===== config.mk =====
export PLATFORM = sky130hd
export DESIGN_NAME = pfc_core
export DESIGN_NICKNAME = d
export VERILOG_FILES = /design/src/rtl/pfc_pkg.sv /design/src/rtl/pfc_core.sv
export SDC_FILE = /design/constraint.sdc
export NUM_CORES = 1
export LEC_CHECK = 0
export ABC_AREA = 0
export BUFFER_PORTS_ARGS = -buffer_cell sky130_fd_sc_hd__buf_4
export CORE_ASPECT_RATIO = 1.2
export CORE_MARGIN = 1
export CORE_UTILIZATION = 59
export DETAILED_ROUTE_END_ITERATION = 7
export PLACE_DENSITY = 0.88
export SYNTH_ARGS = -nofsm -noshare
export SYNTH_HDL_FRONTEND = slang
export SYNTH_SLANG_ARGS = --single-unit

===== constraint.sdc =====
create_clock -name pclk -period 4.6 [get_ports pclk]
set_input_delay 1.15 -clock pclk [delete_from_list [all_inputs] [get_ports pclk]]
set_output_delay 1.15 -clock pclk [all_outputs]
set_load 0.02 [all_outputs]

===== src/rtl/pfc_pkg.sv =====
// Purpose: shared types and constants of the program-flow core
// Assumes: one system clock, 16-bit program words, 14-bit program addresses
// Notes: vector addresses and register offsets are fixed here only
package pfc_pkg;
   localparam logic [13:0] RESET_VEC = 14'h0000;
   localparam int N_IRQ = 6;
   // index 0 ext, 1 timer0, 2 timer1, 3 multi-function, 4 adc, 5 touch key
   localparam logic [5:0][13:0] INT_VEC = {14'h0018, 14'h0014, 14'h0010,
                                           14'h000c, 14'h0008, 14'h0004};
   localparam logic [5:0] LAST_PAGE = 6'h3f;
   // every high table bit is backed by a program bit; mask keeps the zero fill explicit
   localparam logic [7:0] TBL_HIGH_MASK = 8'hff;
   localparam logic [1:0] PH_T1 = 2'h0;
   localparam logic [1:0] PH_T2 = 2'h1;
   localparam logic [1:0] PH_T4 = 2'h3;
   localparam logic [7:0] A_PC_LOW = 8'h00;
   localparam logic [7:0] A_BANK_SEL = 8'h04;
   localparam logic [7:0] A_TBLP = 8'h08;
   localparam logic [7:0] A_TBL_HIGH = 8'h0c;
   localparam logic [7:0] A_TBLL = 8'h10;
   localparam logic [7:0] A_INTC = 8'h14;
   localparam logic [7:0] A_IFLG = 8'h18;
   localparam logic [7:0] A_STAT = 8'h1c;
   localparam int IC_EMI = 0;
   localparam int IC_IEN = 1;
   localparam int IC_ESEL = 8;
   localparam int BANK_PM_BIT = 5;
   localparam int ST_C = 0;
   localparam int ST_AC = 1;
   localparam int ST_Z = 2;
   localparam int ST_OV = 3;

   typedef enum logic [3:0] {OP_SEQ, OP_JMP, OP_CALL, OP_RETURN, OP_IRQ_RETURN,
                             OP_SKIP, OP_TRDC, OP_TRDL, OP_ALU} pfc_kind_t;
   typedef enum logic [3:0] {F_ADD, F_ADC, F_SUB, F_SBC, F_DAA, F_AND, F_OR, F_XOR,
                             F_CPL, F_RR, F_RRC, F_RL, F_RLC, F_INC, F_DEC} pfc_alu_t;

   typedef struct packed {
      pfc_kind_t kind;
      logic [13:0] target;
      logic skip;
      pfc_alu_t fn;
      logic [7:0] a;
      logic [7:0] b;
   } pfc_op_t;

   typedef struct packed {
      logic tk_ovf;
      logic adc_done;
      logic tk10_ovf;
      logic tk16_ovf;
      logic tmr2_ovf;
      logic tmr1_ovf;
      logic tmr0_ovf;
   } pfc_evt_t;

   typedef struct packed {
      logic alu_stb;
      logic [7:0] alu_result;
      logic [3:0] status;
      logic tbl_stb;
      logic [7:0] tbl_low;
      logic [7:0] tbl_high;
   } pfc_res_t;

   typedef struct packed {
      logic [1:0] ph;
      logic [13:0] pc;
      logic [13:0] fa;
      logic [13:0] pm_addr;
      logic [15:0] fetched;
      logic [15:0] exec;
      logic fvalid;
      logic evalid;
      logic tslot;
      logic [13:0] taddr;
      logic [7:0][13:0] stk;
      logic [3:0] sp;
      logic [7:0] bank_ptr;
      logic [7:0] tblp;
      logic [7:0] tbl_hi;
      logic [7:0] tbll;
      logic [7:0] alu_res;
      logic [3:0] stat;
      logic res_stb;
      logic tbl_stb;
      logic pc_low_pend;
      logic [7:0] pc_low_val;
      logic emi;
      logic [5:0] ien;
      logic [5:0] iflag;
      logic [1:0] esel;
      logic [1:0] xsync;
      logic xprev;
      logic pready;
      logic pslverr;
      logic [31:0] prdata;
   } pfc_state_t;
endpackage : pfc_pkg

===== src/rtl/pfc_core.sv =====
// Purpose: program-flow core: phases, program counter, return stack, vectors, alu, tables
// Assumes: decoder on pclk drives op for the word on instr_word before the T4 edge
// Notes: program memory returns pm_data within the same pclk in which pm_addr changes
// What this block does
// - four pclk phases make one instruction cycle
// - pc advances and fetch starts in phase one; fetched word is captured in phase two; execute takes effect at the phase four edge
// - jumps and calls take two instruction cycles
// - pc is 14 bits, six high bits plus a software-visible low byte
// - taken skip discards the prefetched word and runs a dummy cycle
// - low byte write jumps within the 256-word page, with a dummy cycle
// - stack holds pc values only; stack and pointer invisible to software
// - call and interrupt push pc; returns pop it
// - reset points the stack pointer at the top of stack
// - full stack keeps interrupt flag but withholds acknowledge until a return
// - call on full stack still proceeds and overflows
// - alu does arithmetic, logic, rotates, inc/dec and updates status flags
// - 16K by 16 program memory addressed by the pc
// - bit five of bank pointer picks the program bank
// - reset loads the reset vector into the pc
// - selected edge on external pin vectors when enabled and stack not full
// - timer 0 or 1 overflow vectors to its own location
// - timer 2 or touch counter overflow vectors to multi-function location
// - conversion done vectors to the converter location
// - touch-key overflow vectors to the touch-key location
// - table read uses table pointer as low address; fills low and high latch
// - unbacked high table bits read as zero
// - current-page read takes pc high bits; last-page read forces ones
// - every table read takes two instruction cycles
module pfc_core
   import pfc_pkg::*;
(
   input wire logic pclk, // system clock
   input wire logic presetn, // async reset, low active
   input wire logic [7:0] paddr, // apb address
   input wire logic psel, // apb select
   input wire logic penable, // apb access phase
   input wire logic pwrite, // apb write
   input wire logic [31:0] pwdata, // apb write data
   output logic [31:0] prdata, // apb read data
   output logic pready, // apb ready
   output logic pslverr, // apb error, unmapped address
   output logic [13:0] pm_addr, // program memory address
   output logic pm_bank, // program memory bank
   input wire logic [15:0] pm_data, // program memory word
   output logic [15:0] instr_word, // word in execute slot
   output logic instr_valid, // execute slot holds a real word
   output logic [1:0] instr_clock_phase, // current phase, 0 is phase one
   input wire pfc_op_t op, // decoded operation for instr_word
   input wire pfc_evt_t evt, // peripheral event pulses
   input wire logic ext_int_pin, // external interrupt pin
   output pfc_res_t res // alu and table results
);
   pfc_state_t s;
   pfc_state_t n;
   logic exe;
   logic fchg;
   logic ack_go;
   logic acc;
   logic err;
   logic wr_done;
   logic ext_edge;
   logic [5:0] src;
   logic [5:0] pend;
   logic [5:0] ack_vec;
   logic [5:0] nflag;
   logic [5:0] w1c;
   logic [6:0][13:0] vacc;
   logic [7:0] rd;

   assign ext_edge = (s.esel[0] & s.xsync[1] & ~s.xprev)
                   | (s.esel[1] & ~s.xsync[1] & s.xprev);
   assign src = {evt.tk_ovf, evt.adc_done,
                 evt.tmr2_ovf | evt.tk16_ovf | evt.tk10_ovf,
                 evt.tmr1_ovf, evt.tmr0_ovf, ext_edge};
   assign pend = s.iflag & s.ien;
   assign exe = s.ph == PH_T4 && !s.tslot && !s.pc_low_pend && s.evalid;
   assign fchg = exe && (op.kind inside {OP_JMP, OP_CALL, OP_RETURN, OP_IRQ_RETURN, OP_TRDC,
                 OP_TRDL}
                 || (op.kind == OP_SKIP && op.skip));
   // only at a sequential boundary, so one push at most per cycle
   assign ack_go = s.ph == PH_T4 && !s.tslot && !s.pc_low_pend && !fchg
                 && s.emi && (|pend) && !s.sp[3];
   assign ack_vec = ack_go ? (pend & (~pend + 6'h01)) : 6'h00;
   assign acc = psel && penable;
   assign err = !(paddr inside {A_PC_LOW, A_BANK_SEL, A_TBLP, A_TBL_HIGH, A_TBLL, A_INTC, A_IFLG,
                                A_STAT});
   assign wr_done = acc && s.pready && pwrite && !err;
   assign w1c = (wr_done && paddr == A_IFLG) ? pwdata[5:0] : 6'h00;
   assign vacc[0] = 14'h0000;

   // new event wins over a clear in the same cycle
   for (genvar gi = 0; gi < N_IRQ; gi++) begin : g_irq
      assign nflag[gi] = src[gi] | (s.iflag[gi] & ~w1c[gi] & ~ack_vec[gi]);
      assign vacc[gi + 1] = vacc[gi] | (ack_vec[gi] ? INT_VEC[gi] : 14'h0000);
   end

   // stack is deliberately absent from the map
   always_comb begin
      rd = 8'h00;
      case (paddr)
         A_PC_LOW: rd = s.pc[7:0];
         A_BANK_SEL: rd = s.bank_ptr;
         A_TBLP: rd = s.tblp;
         A_TBL_HIGH: rd = s.tbl_hi;
         A_TBLL: rd = s.tbll;
         A_INTC: rd = {s.esel[0], s.ien, s.emi};
         A_IFLG: rd = {2'h0, s.iflag};
         A_STAT: rd = {4'h0, s.stat};
         default: rd = 8'h00;
      endcase
   end

   always_comb begin
      logic [8:0] sum;
      logic [4:0] hsum;
      logic [7:0] bb;
      logic [7:0] r;
      logic ci;
      logic [3:0] pidx;
      sum = 9'h000;
      hsum = 5'h00;
      bb = op.b;
      r = 8'h00;
      ci = 1'b0;
      pidx = s.sp - 4'h1;
      n = s;
      n.ph = s.ph + 2'h1;
      n.res_stb = 1'b0;
      n.tbl_stb = 1'b0;
      n.pready = 1'b0;
      n.pslverr = 1'b0;
      n.xsync = {s.xsync[0], ext_int_pin};
      n.xprev = s.xsync[1];
      n.iflag = nflag;
      case (op.fn)
         F_ADC: ci = s.stat[ST_C];
         F_SUB: begin
            bb = ~op.b;
            ci = 1'b1;
         end
         F_SBC: begin
            bb = ~op.b;
            ci = s.stat[ST_C];
         end
         F_INC: bb = 8'h01;
         F_DEC: bb = 8'hff;
         default: ;
      endcase
      sum = {1'b0, op.a} + {1'b0, bb} + {8'h00, ci};
      hsum = {1'b0, op.a[3:0]} + {1'b0, bb[3:0]} + {4'h0, ci};
      case (s.ph)
         PH_T1: begin
            n.pm_addr = s.tslot ? s.taddr : s.pc;
            if (!s.tslot) begin
               n.pc = s.pc + 14'h0001;
               n.fa = s.pc;
            end
         end
         PH_T2: begin
            if (s.tslot) begin
               n.tbl_hi = pm_data[15:8] & TBL_HIGH_MASK;
               n.tbll = pm_data[7:0];
               n.tbl_stb = 1'b1;
            end else begin
               n.fetched = pm_data;
               n.fvalid = 1'b1;
            end
         end
         PH_T4: begin
            n.exec = s.fetched;
            n.evalid = s.fvalid;
            if (s.tslot) begin
               n.tslot = 1'b0;
            end else if (s.pc_low_pend) begin
               // word in the execute slot is dropped along with the prefetch
               n.pc = {s.pc[13:8], s.pc_low_val};
               n.evalid = 1'b0;
               n.pc_low_pend = 1'b0;
            end else if (s.evalid) begin
               case (op.kind)
                  OP_JMP: begin
                     n.pc = op.target;
                     n.evalid = 1'b0;
                  end
                  OP_CALL: begin
                     // no full check: a ninth call overwrites level zero
                     n.stk[s.sp[2:0]] = s.fa;
                     n.sp = s.sp + 4'h1;
                     n.pc = op.target;
                     n.evalid = 1'b0;
                  end
                  OP_RETURN, OP_IRQ_RETURN: begin
                     n.pc = s.stk[pidx[2:0]];
                     if (s.sp != 4'h0) begin
                        n.sp = pidx;
                     end
                     if (op.kind == OP_IRQ_RETURN) begin
                        n.emi = 1'b1;
                     end
                     n.evalid = 1'b0;
                  end
                  OP_SKIP: begin
                     if (op.skip) begin
                        n.evalid = 1'b0;
                     end
                  end
                  OP_TRDC, OP_TRDL: begin
                     n.taddr = {(op.kind == OP_TRDL) ? LAST_PAGE : s.pc[13:8], s.tblp};
                     n.tslot = 1'b1;
                     n.evalid = 1'b0;
                  end
                  OP_ALU: begin
                     case (op.fn)
                        F_ADD, F_ADC, F_SUB, F_SBC: begin
                           r = sum[7:0];
                           n.stat[ST_C] = sum[8];
                           n.stat[ST_AC] = hsum[4];
                           n.stat[ST_OV] = (op.a[7] == bb[7]) && (sum[7] != op.a[7]);
                        end
                        F_INC, F_DEC: r = sum[7:0];
                        F_DAA: begin
                           sum = {1'b0, op.a};
                           if (op.a[3:0] > 4'h9 || s.stat[ST_AC]) begin
                              sum = sum + 9'h006;
                           end
                           if (sum[7:4] > 4'h9 || sum[8] || s.stat[ST_C]) begin
                              sum = sum + 9'h060;
                           end
                           r = sum[7:0];
                           n.stat[ST_C] = sum[8] | s.stat[ST_C];
                        end
                        F_AND: r = op.a & op.b;
                        F_OR: r = op.a | op.b;
                        F_XOR: r = op.a ^ op.b;
                        F_CPL: r = ~op.a;
                        F_RR: r = {op.a[0], op.a[7:1]};
                        F_RL: r = {op.a[6:0], op.a[7]};
                        F_RRC: begin
                           r = {s.stat[ST_C], op.a[7:1]};
                           n.stat[ST_C] = op.a[0];
                        end
                        F_RLC: begin
                           r = {op.a[6:0], s.stat[ST_C]};
                           n.stat[ST_C] = op.a[7];
                        end
                        default: r = op.a;
                     endcase
                     if (!(op.fn inside {F_RR, F_RL, F_RRC, F_RLC})) begin
                        n.stat[ST_Z] = (r == 8'h00);
                     end
                     n.alu_res = r;
                     n.res_stb = 1'b1;
                  end
                  default: ;
               endcase
            end
            if (ack_go) begin
               n.stk[s.sp[2:0]] = s.fa;
               n.sp = s.sp + 4'h1;
               n.pc = vacc[N_IRQ];
               n.emi = 1'b0;
               n.evalid = 1'b0;
            end
         end
         default: ;
      endcase
      // software writes land after the pipeline so a fresh low byte write is kept
      if (acc && !s.pready) begin
         n.pready = 1'b1;
         n.prdata = {24'h000000, rd};
         n.pslverr = err;
      end
      if (wr_done) begin
         case (paddr)
            A_PC_LOW: begin
               n.pc_low_pend = 1'b1;
               n.pc_low_val = pwdata[7:0];
            end
            A_BANK_SEL: n.bank_ptr = pwdata[7:0];
            A_TBLP: n.tblp = pwdata[7:0];
            A_INTC: begin
               n.emi = pwdata[IC_EMI];
               n.ien = pwdata[IC_IEN +: N_IRQ];
               n.esel = pwdata[IC_ESEL +: 2];
            end
            A_STAT: n.stat = pwdata[3:0];
            default: ;
         endcase
      end
   end

   always_ff @(posedge pclk or negedge presetn) begin
      if (!presetn) begin
         s <= '0;
         s.pc <= RESET_VEC;
      end else begin
         s <= n;
      end
   end

   assign prdata = s.prdata;
   assign pready = s.pready;
   assign pslverr = s.pslverr;
   assign pm_addr = s.pm_addr;
   assign pm_bank = s.bank_ptr[BANK_PM_BIT];
   assign instr_word = s.exec;
   assign instr_valid = s.evalid;
   assign instr_clock_phase = s.ph;
   assign res = '{alu_stb: s.res_stb, alu_result: s.alu_res, status: s.stat,
                  tbl_stb: s.tbl_stb, tbl_low: s.tbll, tbl_high: s.tbl_hi};
endmodule : pfc_core


# Yosys cells after proc, flatten, opt, wreduce, memory -nomap -nowiden
# Index checks and enable logic that the tools add are counted.
# classes
n_addsub,11
multipliers,0
div_mod_pow,0
magnitude_cmp,5
n_eq_ne,46
n_shift,0
n_mux,87
bitwise,55
n_reduce_logical,57
# ops
op,n
$mux W130,2
$bwmux W112,2
$mux W9,15
$mux W132,1
$mux W131,1
$mux W116,1
$mux W112,1
$mux W14,7
$pmux W8 S10,1
$pmux W8 S8,1
$pmux W14 S2,2
$bmux W14 S3,1
$demux W14 S3,1
$mux W5,8
$mux W8,5
$mux W34,1
$eq A4 B3 Y1 const B,8
$eq A4 B4 Y1 const B,8
$eq A8 B5 Y1 const B,4
$mux W28,1
$pmux W8 S3,1
$mux W4,5
$mux W1,19
$mux W6,3
65 further kinds,162
# totals
register_bits,292
latch_bits,0
mem_bits_rw,0
rom_bits,0
inputBits,108
elab_cells,300
mem_count,0

# Longest topological paths before layout
# Gate-level depths: netlist (run 1).
# depth
word_depth,34
depth_mapped,18
ltp_nobuf,14

# Least setup slack after synthesis (run 1)
# Ideal clock, no wire load.
# synth_path
kind,input -> register
startpoint,input op[17] (netlist bit)
endpoint,register s (netlist bit res[19])
arrival_ns,4.626
t_required_ns,4.524
path_slack_ns,-0.102
cell_stages,16
cell_sequence,buf_2 > buf_1 > clkbuf_1 > clkbuf_1 > a21oi_1 > a21oi_1 > o21ai_0 > fa_1 > fa_1 > nand3_1 > nand2_1 > a31oi_1 > xnor2_1 > a221o_1 > or4_1 > o21ai_1
# synth_lines
item,line,text
from (decl),pfc_core.sv:48,"input wire pfc_op_t op,"
to (signal assigned),pfc_core.sv:297,s <= n;
to (decl),pfc_core.sv:53,pfc_state_t s;

==> results by group, run 1 <==
Outcome
  – Outcome: completed

STA
  – Setup violation total in the final timing report: 0
  – Minimum clock period: 3890 ps
  – Max Slew Vio Count: 0
  – Slew @ Worst Pin: 1160 ps
  – Setup TNS: 0 ps
  – Max Clock Freq: approximately 260 MHz
  – Slew HR: 22.6%
  – Final hold violations: 0
  – Clock skew: 28.2 ps
  – Period utilisation layout: 84.5%
  – RSZ-0062 raised after global routing: no

Worst setup path
  – Crit-path leading delay family: compound AO/OA/AOI/OAI gates
  – CP Buf/Inv Count: 1
  – Worst path arrival time: 4370 ps
  – Setup Crit Path Kind: input port to register
  – Critical Path Sink Type: register
  – RR Endpoint: s[211]
  – Reg2reg path depth: 7
  – Reg2Reg Setup Slack: 1340 ps
  – Worst path most repeated cell: fa_1
  – Crit-path max FO: 28
  – Critical Path RT: 5080 ps
  – Worst r2r src: s[60]
  – CP endpoint: res[19]
  – Startpoint Class: input port
  – CP peak stage delay: between 400 and 500 ps
  – Worst Setup SP: op[18]
  – Slowest-stage cell, CP: or4_1
  – CP Depth: 14
  – CP Cell Sequence: buf_4 -> or2_2 -> o22ai_1 -> a21oi_1 -> o21ai_0 -> fa_1 -> fa_1 -> nand3_1 -> nand2_1 -> a31oi_1 -> xnor2_1 -> a221o_1 -> or4_1 -> o21ai_1

Drt
  – Routed len/inst: 22.6 microns
  – TritonRoute pass-1 iters: 7
  – Via Count: 11971
  – Antenna-violating nets left: 0
  – DRC viols: 0
  – Routed vias/inst: 6.37
  – DR iter-0 viols: about 840
  – Routed WL: 42.5 mm

Floorplanning
  – Die width: 153 microns
  – Die footprint: 28200 sq um
  – # rows: 66
  – Initial core utilization: between 50% and 60%
  – Die Y: about 180 microns
  – I/O pin total: 206
  – Core area: roughly 27000 sq um

Worst hold path
  – HP Class: register to register

Clock network
  – Setup bufs post-CTS: 0
  – H-tree levels: 1
  – Insertion delay to the later sink of the worst-skew pair: 570 ps
  – # hold bufs at CTS: 0
  – Num CTS Buffers: 29
  – Clock sinks: about 290
  – Reg clk slew, reported paths: ~70 ps
  – CTS tree: done
  – Root Driver: clkbuf_16
  – Post-cts resize count: 0
  – Buffer depth of the longest clock path: 3

Finish
  – Layout cells sized above 1: 32.8%
  – Synth-to-layout area growth: 11.3%
  – FILL cells: approximately 1900
  – Diode count: 0
  – Nets: approximately 1700
  – Fin cells: 1878

Placed design
  – Placed Instances: around 1800
  – IO buf count: 159
  – HPWL after DPL: 28.9 mm
  – Routability congestion estimate: 0.951

Logic synthesis
  – Sequential area share after synthesis: 45.0%
  – Ys async rst share: 100%
  – YS warnings: 0
  – Post-synth EDFFs: 0
  – Yosys top cell by area: dfrtp_1
  – Main area contributors after synthesis: dfrtp_1, mux2_2, buf_4
  – Most common library cells after synthesis: dfrtp_1, mux2_2, nand2_1
  – Avg Inst Size Synth: 11.2 sq um
  – Top FF cell, synth: dfrtp_1
  – Synth Instances: 1444
  – Netlist Area Pre-Place: around 16000 sq um
  – Most frequent cell after synthesis: dfrtp_1
  – Top cell type's share of synthesized area: 45.0%
  – Synth unique cells: 92
  – Number of synthesized register bits: 292

Job
  – # Max-Cap Violations: 0

Global routing
  – Vias in the first global route: 12114
  – Global route total overflow: 0
  – Gr usage total: 30.6%
  – Initial antenna violation count: 0
  – Largest net degree at the start of global routing: 96
  – Global-route wire length before repair: 67.2 mm

Pwr
  – Power Density: 402 nW/um^2
  – P_leak: 0.00849 uW
  – Peak VDD IR: just over 0.0004 V
-- final cells by class --
class                           instances  area, sq um  area share (%)
Clock inverter                         12          145           0.803
Sequential cell                       292         7310            40.4
Timing Repair Buffer                  191         1450            8.04
Tap cell                              340          425            2.35
Multi-Input combinational cell        972         7810            43.2
Clock buffer                           41          821            4.54
Inverter                               30          113           0.623
-- sequential cells by signal, indices dropped and copies added (netlist names) --
name,flops
pready,1
pm_bank,1
pm_addr,14
n,2
instr_clock_phase,2
s,216
pslverr,1
instr_word,16
prdata,8
instr_valid,1
res,30
-- where the power goes --
group	total, uW	internal, uW	switching [uW]
Combinational	1680	739	946
Sequential	3180	2820	351
Clock	2410	1410	1000
Total	7270	4970	2300
-- per-layer routing --
layer	vias to the layer above	track usage, %	wire length (microns)
met3	149	4.95	3100
met4	0	15.5	2080
met2	605	53.3	21600
met5	-	0	0
li1	5269	-	-
met1	5948	36.9	15700
-- worst min path at each step --
stage / slack (ps) / endpoint / cells after the start / start
2_1_floorplan: 330 / n[34] / 0 / n[36]
3_3_place_gp: 330 / n[34] / 0 / n[36]
3_5_place_dp: 340 / n[34] / 0 / n[36]
4_1_cts: 380 / n[34] / 0 / n[36]
5_1_grt: 390 / n[34] / 0 / n[36]
6_report: 380 / n[34] / 0 / n[36]
-- logic make-up after synthesis --
logic type,after synthesis,synth area share [%]
AO/OA/AOI/OAI,289,11.6
XOR/XNOR,19,1.03
adder cells (fa/ha/maj),35,2.79
buffers and inverters,203,7.48
flip-flops,292,45.0
multiplexers,291,22.3
other,1,0.0231
AND/OR/NAND/NOR,314,9.80
-- cell usage in the layout (no fill, tap or decap), types with 11 or more instances in the layout --
| cell | n |
|---|---|
| a31oi_1 | 11 |
| a211oi_1 | 15 |
| dfrtp_1 | 291 |
| nand3_1 | 22 |
| xnor2_1 | 14 |
| ha_1 | 33 |
| nor2b_1 | 11 |
| mux2_1 | 20 |
| mux2i_1 | 41 |
| nand2b_1 | 16 |
| a22o_1 | 14 |
| and3_1 | 12 |
| mux4_2 | 31 |
| nor2_1 | 90 |
| nand2_1 | 100 |
| clkbuf_16 | 29 |
| o21ai_0 | 71 |
| conb_1 | 24 |
| o22ai_1 | 11 |
| mux2_2 | 189 |
| buf_4 | 189 |
| inv_1 | 29 |
| a21oi_1 | 79 |
-- through the flow --
step	cell area (sq um)	hold slack (ps)	total power [uW]	utilization [%]	worst slack, ps
finish	18100	384	7270	66.7	712
global route	18100	386	7550	66.7	480
CTS	18100	380	7280	66.7	745
detailed placement	17100	342	4860	63.2	149
global placement	17100	334	4800	63.2	218
floorplan	16300	331	4330	-	48.9
Power figures use the tool's default switching activity.
==> run 2: changes to the inputs <==
Settings changed: CORE_UTILIZATION 59 to 53, PLACE_DENSITY 0.88 to 0.84.
Clock period 4.6 ns to 3.25 ns, I/O delays scaled along.
==> run 2 against run 1 <==
Global-route usage fell by 2.9 points; die area rose by 11%; power rose by 45%; flip-flop and latch count did not move; clock-buffer cell count rose by 4; combinational power rose by 55%; hold slack got worse by 190 ps; worst setup slack got worse by 680 ps; via count rose by 3.2%; final area rose by 5.3%; non-clock buffer count rose by 83; critical endpoint unchanged; largest power group unchanged.
==> results by group, run 2 (synthesis gave the netlist of run 1 again) <==
Finish
  – Most frequent cells in the layout: dfrtp_1, buf_4, mux2_2
  – Diode count: 0 (unchanged)
  – Seq. cell area: 7310 sq um (unchanged)
  – Synth-to-layout area growth: 17.3%
  – FILL cells: 2217 (+17%)
  – Fin cells: 2012 (+7.1%)
  – Layout cells sized above 1: 38.0% (+5.2 points)
  – Max reg flops: 216 (unchanged)
  – Area occupied by multi-input gates: 7990 sq um (+2.4%)
  – Commonest non-fill, non-tap cell in the layout: dfrtp_1
  – Most flops, register: s
  – Nets: 1743 (+5.1%)

Floorplanning
  – Initial core utilization: 54.3% (-5.6 points)
  – Die width: 162 microns (+5.4%)
  – Die Y: 194 microns (+5.4%)
  – # rows: 69 (+4.5%)
  – Die footprint: 31300 sq um (+11%)
  – I/O pin total: 206 (unchanged)
  – Core area: 29900 sq um (+10%)

STA
  – Period utilisation layout: 99.1%
  – Slew @ Worst Pin: 817 ps (-341 ps)
  – Setup TNS: 0 ps (unchanged)
  – Final hold violations: 0 (unchanged)
  – Max Slew Vio Count: 0 (unchanged)
  – Clock skew: 14.3 ps (-14.0 ps)
  – Slew HR: 45.1% (+23 points)
  – Setup violation total in the final timing report: 0 (unchanged)
  – Max Clock Freq: 310 MHz
  – Minimum clock period: 3220 ps

Worst hold path
  – HP Class: input port to async pin

Drt
  – Routed WL: 43.5 mm (+2.4%)
  – TritonRoute pass-1 iters: 6 (-1)
  – Routed vias/inst: 6.14 (-3.7%)
  – Antenna-violating nets left: 0 (unchanged)
  – DRC viols: 0 (unchanged)
  – DR iter-0 viols: 1025 (+22%)
  – Via Count: 12356 (+3.2%)
  – Routed len/inst: 21.6 microns (-4.4%)

Global routing
  – Initial antenna violation count: 0 (unchanged)
  – Global route total overflow: 0 (unchanged)
  – Largest net degree at the start of global routing: 70 (-27%)
  – Gr usage total: 27.7% (-2.9 points)
  – Global-route wire length before repair: 68.4 mm (+1.7%)
  – Vias in the first global route: 12485 (+3.1%)

Pwr
  – Peak VDD IR: 0.000455 V (+12%)
  – P_leak: 0.00896 uW (+5.6%)
  – Logic gate share of total power: 24.7% (+1.5 points)
  – P_int: 7260 uW (+46%)
  – Tot Pwr: 10600 uW (+45%)
  – Clk pwr share: 32.8% (-0.3 points)
  – Seq pwr share: 42.6% (-1.1 points)
  – Net Sw Frac: 31.4% (-0.27 points)
  – Power Density: 555 nW/um^2 (+38%)
  – Switching power: 3310 uW (+44%)

Clock network
  – Reg clk slew, reported paths: 70 ps (about the same)
  – # hold bufs at CTS: 0 (unchanged)
  – Num CTS Buffers: 30 (+3.4%)
  – CTS tree: done
  – Buffer depth of the longest clock path: 3 (unchanged)
  – Root Driver: clkbuf_16
  – Insertion delay to the later sink of the worst-skew pair: 560 ps (about the same)
  – Clock sinks: 292 (unchanged)
  – H-tree levels: 1 (unchanged)

Outcome
  – Outcome: completed

Worst setup path
  – Critical Path RT: 3730 ps (-1350 ps)
  – Crit-path max FO: 9 (-68%)
  – Setup Crit Path Kind: input port to register
  – Worst path arrival time: 3700 ps (-670 ps)
  – Critical Path Sink Type: register
  – Startpoint Class: input port

Placed design
  – IO buf count: 159 (unchanged)
  – Routability congestion estimate: 0.938 (-1.3%)
  – Placed Instances: 1951 (+6.9%)
  – HPWL after DPL: 30.7 mm (+6.0%)

Job
  – # Max-Cap Violations: 0 (unchanged)
run 2: final timing paths:
path	startpoint	to	slack (ps)	cells after the start
setup / recovery	op[18]	res[19]	30	14
hold / removal	presetn	s[167]	190	1
setup reg to reg	s[108]	s[303]	410	10
hold reg to reg	n[36]	n[34]	360	0
max in group asynchronous	presetn	s[43]	2160	2
min in group pclk	n[36]	n[34]	360	0
run 2: routing by layer:
metal  share of wire [%]  up-vias  global-route usage, %
met5                   0        -                      0
met4                 3.4        0                   9.64
met3                 6.6      135                   3.83
met2                  51      632                   48.3
met1                  39     6144                   34.9
li1                    -     5445                      -
run 2: power groups by stage:
stage | Combinational (uW) | Clock, uW | Sequential [uW]
6_report | 2610 | 3470 | 4500
5_1_grt | 2790 | 3650 | 4540
4_1_cts | 2570 | 3500 | 4480
3_5_place_dp | 2540 | 0 | 4540
3_3_place_gp | 2490 | 0 | 4510
2_1_floorplan | 1870 | 0 | 4310
run 2: worst max-delay path: stages:
cell	delay, ps
buf_4	150
buf_4	150
a21oi_4	200
nor2_2	60
a311oi_2	350
ha_2	360
buf_4	160
a21oi_4	120
nand2_2	90
a31oi_4	160
xnor2_1	90
a221o_1	330
or4_1	530
o21ai_1	120
run 2: cell type report:
cell class | count | share of cell area [%]
multi-input cells | 972 | 42.0
flip-flops and latches | 292 | 38.4
repair buffers | 274 | 11.2
clock buffers | 45 | 4.66
well taps | 390 | 2.56
clock inverters | 9 | 0.591
inverters | 30 | 0.591
run 2: what timing repair did:
action | 4_1_cts | 5_1_grt
gates resized for setup | 3 | 17
endpoints found under the setup margin | 1 | 1
pin swaps | 2 | 16
buffers inserted | 1 | 6
run 2: metrics by stage:
step | util (%) | hold slack (ps) | setup WS, ps | area, sq um
3_5_place_dp | 59.9 | 346 | -622 | 17900
6_report | 63.7 | 189 | 28.4 | 19000
3_3_place_gp | 59.9 | 342 | -559 | 17900
4_1_cts | 63.3 | 217 | 3.07 | 18900
2_1_floorplan | - | 331 | -520 | 16500
5_1_grt | 63.7 | 232 | -42.4 | 19000
